[config.mk]
export PLATFORM = sky130hd
export DESIGN_NAME = sm_top
export DESIGN_NICKNAME = d
export VERILOG_FILES = /design/src/verilog/sm_pkg.sv /design/src/verilog/sm_mixer.sv /design/src/verilog/sm_top.sv
export SDC_FILE = /design/constraint.sdc
export NUM_CORES = 1
export LEC_CHECK = 0
export ABC_AREA = 1
export BUFFER_PORTS_ARGS = -buffer_cell sky130_fd_sc_hd__buf_2
export CAP_MARGIN = 40
export CORE_UTILIZATION = 42
export CTS_CLUSTER_SIZE = 40
export DETAILED_ROUTE_END_ITERATION = 8
export PLACE_DENSITY_LB_ADDON = 0.08
export SYNTH_ARGS = -nofsm -noshare
export SYNTH_HDL_FRONTEND = slang
export SYNTH_SLANG_ARGS = --single-unit
export TNS_END_PERCENT = 30
[constraint.sdc]
create_clock -name core_clk_in -period 3.1 [get_ports core_clk_in]
set_clock_uncertainty 0.2 [all_clocks]
set_input_delay 0.155 -clock core_clk_in [delete_from_list [all_inputs] [get_ports core_clk_in]]
set_output_delay 0.155 -clock core_clk_in [all_outputs]
set_load 0.02 [all_outputs]
[src/verilog/sm_pkg.sv]
// constants of the signal modulator control block
// assumes a single 100 MHz clock and an AXI4-Lite master for software access
// Operation
// - sleep leaves the modulator running unchanged
// - mixing continues in sleep if sources run
// - any reset disables the modulator
// - reset restores defaults; slew bit one, others zero
// - bits two and one read zero
// - bit zero is the software modulator value
// - software bit high mixes high carrier
// - disable grounds carriers, uses software bit
// - output enable clear holds pin low
// - invert bit inverts the modulated output
package sm_pkg;
    localparam logic [31:0] SM_CTRL_ADDR = 32'h0000_0000;
    localparam int SM_ENABLE_POS = 7;
    localparam int SM_OE_POS = 6;
    localparam int SM_SLEW_POS = 5;
    localparam int SM_INVERT_POS = 4;
    localparam int SM_STATE_POS = 3;
    localparam int SM_SOFT_POS = 0;
    localparam logic [7:0] SM_CTRL_RESET = 8'h20;
    localparam logic [7:0] SM_CTRL_WMASK = 8'hf1;
    localparam logic [1:0] SM_RESP_OKAY = 2'h0;
    localparam logic [1:0] SM_RESP_SLVERR = 2'h2;
endpackage : sm_pkg

[src/verilog/sm_mixer.sv]
// carrier and modulator mixing with output polarity and drive gating
// assumes carrier and modulator inputs are synchronous to core_clk_in
`timescale 1ns/1ps
module sm_mixer (
    input wire logic core_clk_in,
    input wire logic rst_in,
    input wire logic enable_in,
    input wire logic soft_bit_in,
    input wire logic soft_select_in,
    input wire logic invert_in,
    input wire logic drive_enable_in,
    input wire logic carrier_high_in,
    input wire logic carrier_low_in,
    input wire logic modulator_in,
    output logic pin_out,
    output logic state_out
);
    typedef struct packed {
        logic pin;
        logic state;
    } sm_mix_s;

    sm_mix_s st_r;
    sm_mix_s st_nxt;
    logic carh;
    logic carl;
    logic modv;
    logic mixed;

    ////////////////////////////////////////////////////////////////////////////////
    // no sleep input at all: sleep cannot touch this path
    always_comb begin
        carh = enable_in & carrier_high_in; // grounded while disabled
        carl = enable_in & carrier_low_in;
        // soft value is the source when disabled or selected
        modv = (!enable_in || soft_select_in) ? soft_bit_in : modulator_in;
        mixed = modv ? carh : carl;
        st_nxt.state = mixed ^ invert_in;
        st_nxt.pin = drive_enable_in & st_nxt.state; // low while undriven
    end

    always_ff @(posedge core_clk_in) begin
        if (rst_in) begin
            st_r <= '0;
        end else begin
            st_r <= st_nxt;
        end
    end

    assign pin_out = st_r.pin;
    assign state_out = st_r.state;
endmodule : sm_mixer

[src/verilog/sm_top.sv]
// signal modulator control: axi4-lite register slave plus mixer
// assumes sources are selected outside; soft_select_in flags the soft source
//
// The register offsets and the AXI4-Lite slave port were decided locally.
`timescale 1ns/1ps
module sm_top (
    input wire logic core_clk_in,
    input wire logic rst_in,
    input wire logic [31:0] s_axi_awaddr,
    input wire logic s_axi_awvalid,
    output logic s_axi_awready,
    input wire logic [31:0] s_axi_wdata,
    input wire logic [3:0] s_axi_wstrb,
    input wire logic s_axi_wvalid,
    output logic s_axi_wready,
    output logic [1:0] s_axi_bresp,
    output logic s_axi_bvalid,
    input wire logic s_axi_bready,
    input wire logic [31:0] s_axi_araddr,
    input wire logic s_axi_arvalid,
    output logic s_axi_arready,
    output logic [31:0] s_axi_rdata,
    output logic [1:0] s_axi_rresp,
    output logic s_axi_rvalid,
    input wire logic s_axi_rready,
    input wire logic carrier_high_in,
    input wire logic carrier_low_in,
    input wire logic modulator_in,
    input wire logic soft_select_in,
    output logic modulated_out,
    output logic pin_slew_limit_out,
    output logic module_active_out
);
    typedef struct packed {
        logic awready;
        logic wready;
        logic aw_got;
        logic w_got;
        logic [31:0] awaddr;
        logic [7:0] wdata;
        logic wstrb0;
        logic bvalid;
        logic [1:0] bresp;
        logic arready;
        logic rvalid;
        logic [31:0] rdata;
        logic [1:0] rresp;
        logic [7:0] ctrl;
    } sm_regs_s;

    sm_regs_s st_r;
    sm_regs_s st_nxt;
    logic state_bit;

    function automatic logic [7:0] sm_read_view(input logic [7:0] ctrl, input logic state);
        logic [7:0] v;
        v = ctrl & sm_pkg::SM_CTRL_WMASK; // bits 2:1 read zero
        v[sm_pkg::SM_STATE_POS] = state;
        return v;
    endfunction : sm_read_view

    ////////////////////////////////////////////////////////////////////////////////
    always_comb begin
        st_nxt = st_r;
        if (s_axi_awvalid && st_r.awready) begin
            st_nxt.aw_got = 1'b1;
            st_nxt.awaddr = s_axi_awaddr;
        end
        if (s_axi_wvalid && st_r.wready) begin
            st_nxt.w_got = 1'b1;
            st_nxt.wdata = s_axi_wdata[7:0];
            st_nxt.wstrb0 = s_axi_wstrb[0];
        end
        if (st_r.bvalid && s_axi_bready) begin
            st_nxt.bvalid = 1'b0;
        end
        // respond once both halves are in; one write in flight at a time
        if (st_nxt.aw_got && st_nxt.w_got && !st_r.bvalid) begin
            st_nxt.aw_got = 1'b0;
            st_nxt.w_got = 1'b0;
            st_nxt.bvalid = 1'b1;
            if (st_nxt.awaddr == sm_pkg::SM_CTRL_ADDR) begin
                st_nxt.bresp = sm_pkg::SM_RESP_OKAY;
                if (st_nxt.wstrb0) begin
                    // writes to bit 3 and bits 2:1 are dropped
                    st_nxt.ctrl = st_nxt.wdata & sm_pkg::SM_CTRL_WMASK;
                end
            end else begin
                st_nxt.bresp = sm_pkg::SM_RESP_SLVERR;
            end
        end
        st_nxt.awready = !st_nxt.aw_got && !st_nxt.bvalid;
        st_nxt.wready = !st_nxt.w_got && !st_nxt.bvalid;

        if (st_r.rvalid && s_axi_rready) begin
            st_nxt.rvalid = 1'b0;
        end
        if (s_axi_arvalid && st_r.arready) begin
            st_nxt.rvalid = 1'b1;
            if (s_axi_araddr == sm_pkg::SM_CTRL_ADDR) begin
                st_nxt.rdata = {24'h00_0000, sm_read_view(st_r.ctrl, state_bit)};
                st_nxt.rresp = sm_pkg::SM_RESP_OKAY;
            end else begin
                st_nxt.rdata = 32'h0000_0000;
                st_nxt.rresp = sm_pkg::SM_RESP_SLVERR;
            end
        end
        st_nxt.arready = !st_nxt.rvalid;
    end

    always_ff @(posedge core_clk_in) begin
        if (rst_in) begin
            st_r <= '0;
            st_r.ctrl <= sm_pkg::SM_CTRL_RESET; // disabled, slew limit set
            st_r.awready <= 1'b1;
            st_r.wready <= 1'b1;
            st_r.arready <= 1'b1;
        end else begin
            st_r <= st_nxt;
        end
    end

    ////////////////////////////////////////////////////////////////////////////////
    // state bit is one clock behind the inputs, so fast carriers may alias
    sm_mixer u_mixer (
        .core_clk_in(core_clk_in),
        .rst_in(rst_in),
        .enable_in(st_r.ctrl[sm_pkg::SM_ENABLE_POS]),
        .soft_bit_in(st_r.ctrl[sm_pkg::SM_SOFT_POS]),
        .soft_select_in(soft_select_in),
        .invert_in(st_r.ctrl[sm_pkg::SM_INVERT_POS]),
        .drive_enable_in(st_r.ctrl[sm_pkg::SM_OE_POS]),
        .carrier_high_in(carrier_high_in),
        .carrier_low_in(carrier_low_in),
        .modulator_in(modulator_in),
        .pin_out(modulated_out),
        .state_out(state_bit)
    );

    assign s_axi_awready = st_r.awready;
    assign s_axi_wready = st_r.wready;
    assign s_axi_bresp = st_r.bresp;
    assign s_axi_bvalid = st_r.bvalid;
    assign s_axi_arready = st_r.arready;
    assign s_axi_rdata = st_r.rdata;
    assign s_axi_rresp = st_r.rresp;
    assign s_axi_rvalid = st_r.rvalid;
    assign pin_slew_limit_out = st_r.ctrl[sm_pkg::SM_SLEW_POS];
    assign module_active_out = st_r.ctrl[sm_pkg::SM_ENABLE_POS];
endmodule : sm_top

==> reports/qor.txt <==
Status: complete, no violations
Count leader, synth: nand2_1
Starting density of the core: 44.58%
Die height: 85.26 um
Biggest register: st_r
Routability Congestion: 0.6879
Seq pwr share: 41.1%
Via count: 2,689
#FFs+latches synth: 60
Grt total ovfl: 0
IO Port Bufs: 96
Fraction of registers with async set/reset: 0%
Tcrit/Tclk final: 73.37%
Cell Area, Synth: 2912 sq um
DRT Pass-1 Iters: 4
Longest Clk Path Bufs: 2
Synth cell count leaders: 87 x nand2_1, 65 x nor2_1, 63 x inv_1
Max Slew Vio Count: 0
Clk pwr share: 32.3%
Pre-CTS setup slack: 0.8439 ns
Top-area cell type share of the netlist area: 41.25%
CP top delay family: simple AND/OR/NAND/NOR gates
Critical path class: reg2reg
Core Rows: 29
WP buf/inv: 2
ANT cells: 0
Number of distinct library cells after synthesis: 28
CTS H-tree depth: 3
Avg Inst Size Synth: 7.101 sq um
IO Count: 155
Clk_lat worst skew: 0.33 ns
Switch share: 30.90%
Residual DRC: 0
First-pass GRT wire length: 10,070 um
Peak Freq: 0.4396 GHz
CTS tree: done
Post-synth EDFFs: 0
GRT Resource Usage Total: 17.85%
Share of cells above drive strength 1: 23.62%
CORE AREA: 6531 sq um
Slew @ Worst Pin: 0.5652 ns
WL/cell: 10.34 um
Chip width: 85.26 um
Final hold vios: 0
Yosys top cell by area: dfxtp_1
CTS buffer count: 9
Drt via density: 4.344
Worst setup margin: 0.8254 ns
Slew headroom: 62.29%
Worst Setup Start Kind: flop
Vias in the first global route: 2,329
DP Wirelength: 4275 um
Max reg flops: 43
Antenna-violating nets left: 0
Worst stage delay on the critical path: 0.44 ns
PwrDens: 564.4 nW/um^2
YS warnings: 0
Die area: 7269 sq um
Crit path DAT: 2.34 ns
Setup TNS: 0 ns
Total Wirelength: 6403 um
Leak: 0.002008 uW
RSZ-0062 raised after global routing: false
CP Capture Type: flop
Clk pin slew, worst setup/hold paths: 0.07 ns
P_sw: 673.4 uW
Prevailing post-synth register cell: dfxtp_1
Setup violators final: 0
Largest net degree at the start of global routing: 54
Post-CTS Setup Repair Bufs: 0
Post-CTS sizing: 0
Critical Path RT: 3.16 ns
R2r setup slk: 0.83 ns
Min Tclk post-route: 2.275 ns
CP max stage cell: nand2_4
Seq/Total Area, Yosys: 41.25%
Area contributors post-synth: dfxtp_1 41%, nand2_1 11%, buf_4 9.3%
Cell Int Power: 1506 uW
P&R area growth vs syn: 32.62%
Logic pwr share: 26.6%
CP Max Fanout: 53
Worst path cell trace: buf_4 > nand2_4 > nand2_1 > o21ai_2 > nand2_1 > nor2_1 > nand2_1 > nor2_4 > nand3_4 > nand2_1 > inv_1 > nor2_1
Hold WC Path Type: in2reg
Initial antenna violation count: 0
CTS sink count: 60
CTS Root Buffer Type: clkbuf_8
Nets: 648
Max cap viols: 0
Max IR drop VDD: 352.0 uV
Cell mode on critical path: nand2_1
DR iter-0 viols: 76
Mapped Cells: 410
==> layout by cell type, fill, tap and decap left out, types with 2 or more instances in the layout <==
master	netlist	layout
nor2_4	2	2
nand2_1	87	87
conb_1	1	28
clkbuf_8	0	11
nor2_1	65	65
dfxtp_1	60	60
nor4_1	4	4
inv_1	63	63
clkinv_2	0	2
o21ai_0	4	4
or2_2	3	3
nand3b_1	3	3
buf_2	2	96
nand4_1	7	7
o21ai_1	13	13
dlygate4sd3_1	0	40
a21oi_1	9	9
mux2i_1	5	5
nand3_1	20	20
o21ai_2	7	7
==> worst paths after layout <==
kind	to	cells past startpoint	start
setup reg to reg	st_r[6]	12	s_axi_awready
hold / removal	st_r[56]	2	rst_in
hold reg to reg	s_axi_rdata[0]	2	s_axi_rdata[0]
setup / recovery	st_r[6]	12	s_axi_awready
==> power groups by stage <==
stage	clock, uW	sequential, uW	combinational (uW)
2_1_floorplan	0	930	438
3_3_place_gp	0	910	531
3_5_place_dp	0	914	541
4_1_cts	728	897	583
5_1_grt	771	903	669
6_report	703	896	580
==> stage by stage <==
step	cell area, sq um	util, %	power [uW]	hold WS [ns]	std cells
after floorplan	3013	-	1368	0.09830	437
after detailed placement	3258	49.89	1455	0.2108	563
after global routing	3861	59.12	2343	0.03671	619
final	3861	59.12	2179	0.03862	619
after global placement	3238	49.58	1441	0.2035	562
after CTS	3861	59.12	2208	0.02275	619
==> cell type report <==
cell class,instances,area [sq um]
clock inverters,4,47.55
well taps,77,96.34
flip-flops and latches,60,1201
multi-input cells,264,1212
repair buffers,138,908.4
clock buffers,12,155.1
inverters,64,240.2
fillers,641,2670
==> kinds of logic after synthesis <==
| kind of cell | count (synthesis) | share of synthesized area, % |
|---|---|---|
| AO/OA/AOI/OAI | 35 | 7.048 |
| XOR/XNOR | 1 | 0.3009 |
| buffers and inverters | 113 | 20.58 |
| flip-flops | 60 | 41.25 |
| multiplexers | 5 | 1.719 |
| other | 1 | 0.1288 |
| AND/OR/NAND/NOR | 195 | 28.96 |
==> metal layers <==
metal	up-vias	routed length (um)	GRT usage [%]
met5	-	0	0
met4	0	90	7.576
met3	10	432	5.156
met2	104	3109	32.04
met1	1132	2772	19.69
li1	1443	-	-
==> worst reg2reg max path: cells and delay by family (launching register included) <==
family                 cells  cell delay [ns]
AO/OA/AOI/OAI              1             0.10
buffers and inverters      2             0.21
flip-flops                 1             0.29
AND/OR/NAND/NOR            9             1.43
==> repair_timing <==
| action | CTS | global route |
|---|---|---|
| endpoints found under the setup margin | 0 | 0 |
| hold buffers | 40 | 0 |
| endpoints found under the hold margin | 43 | 0 |
(Power assumes the default switching activity.)
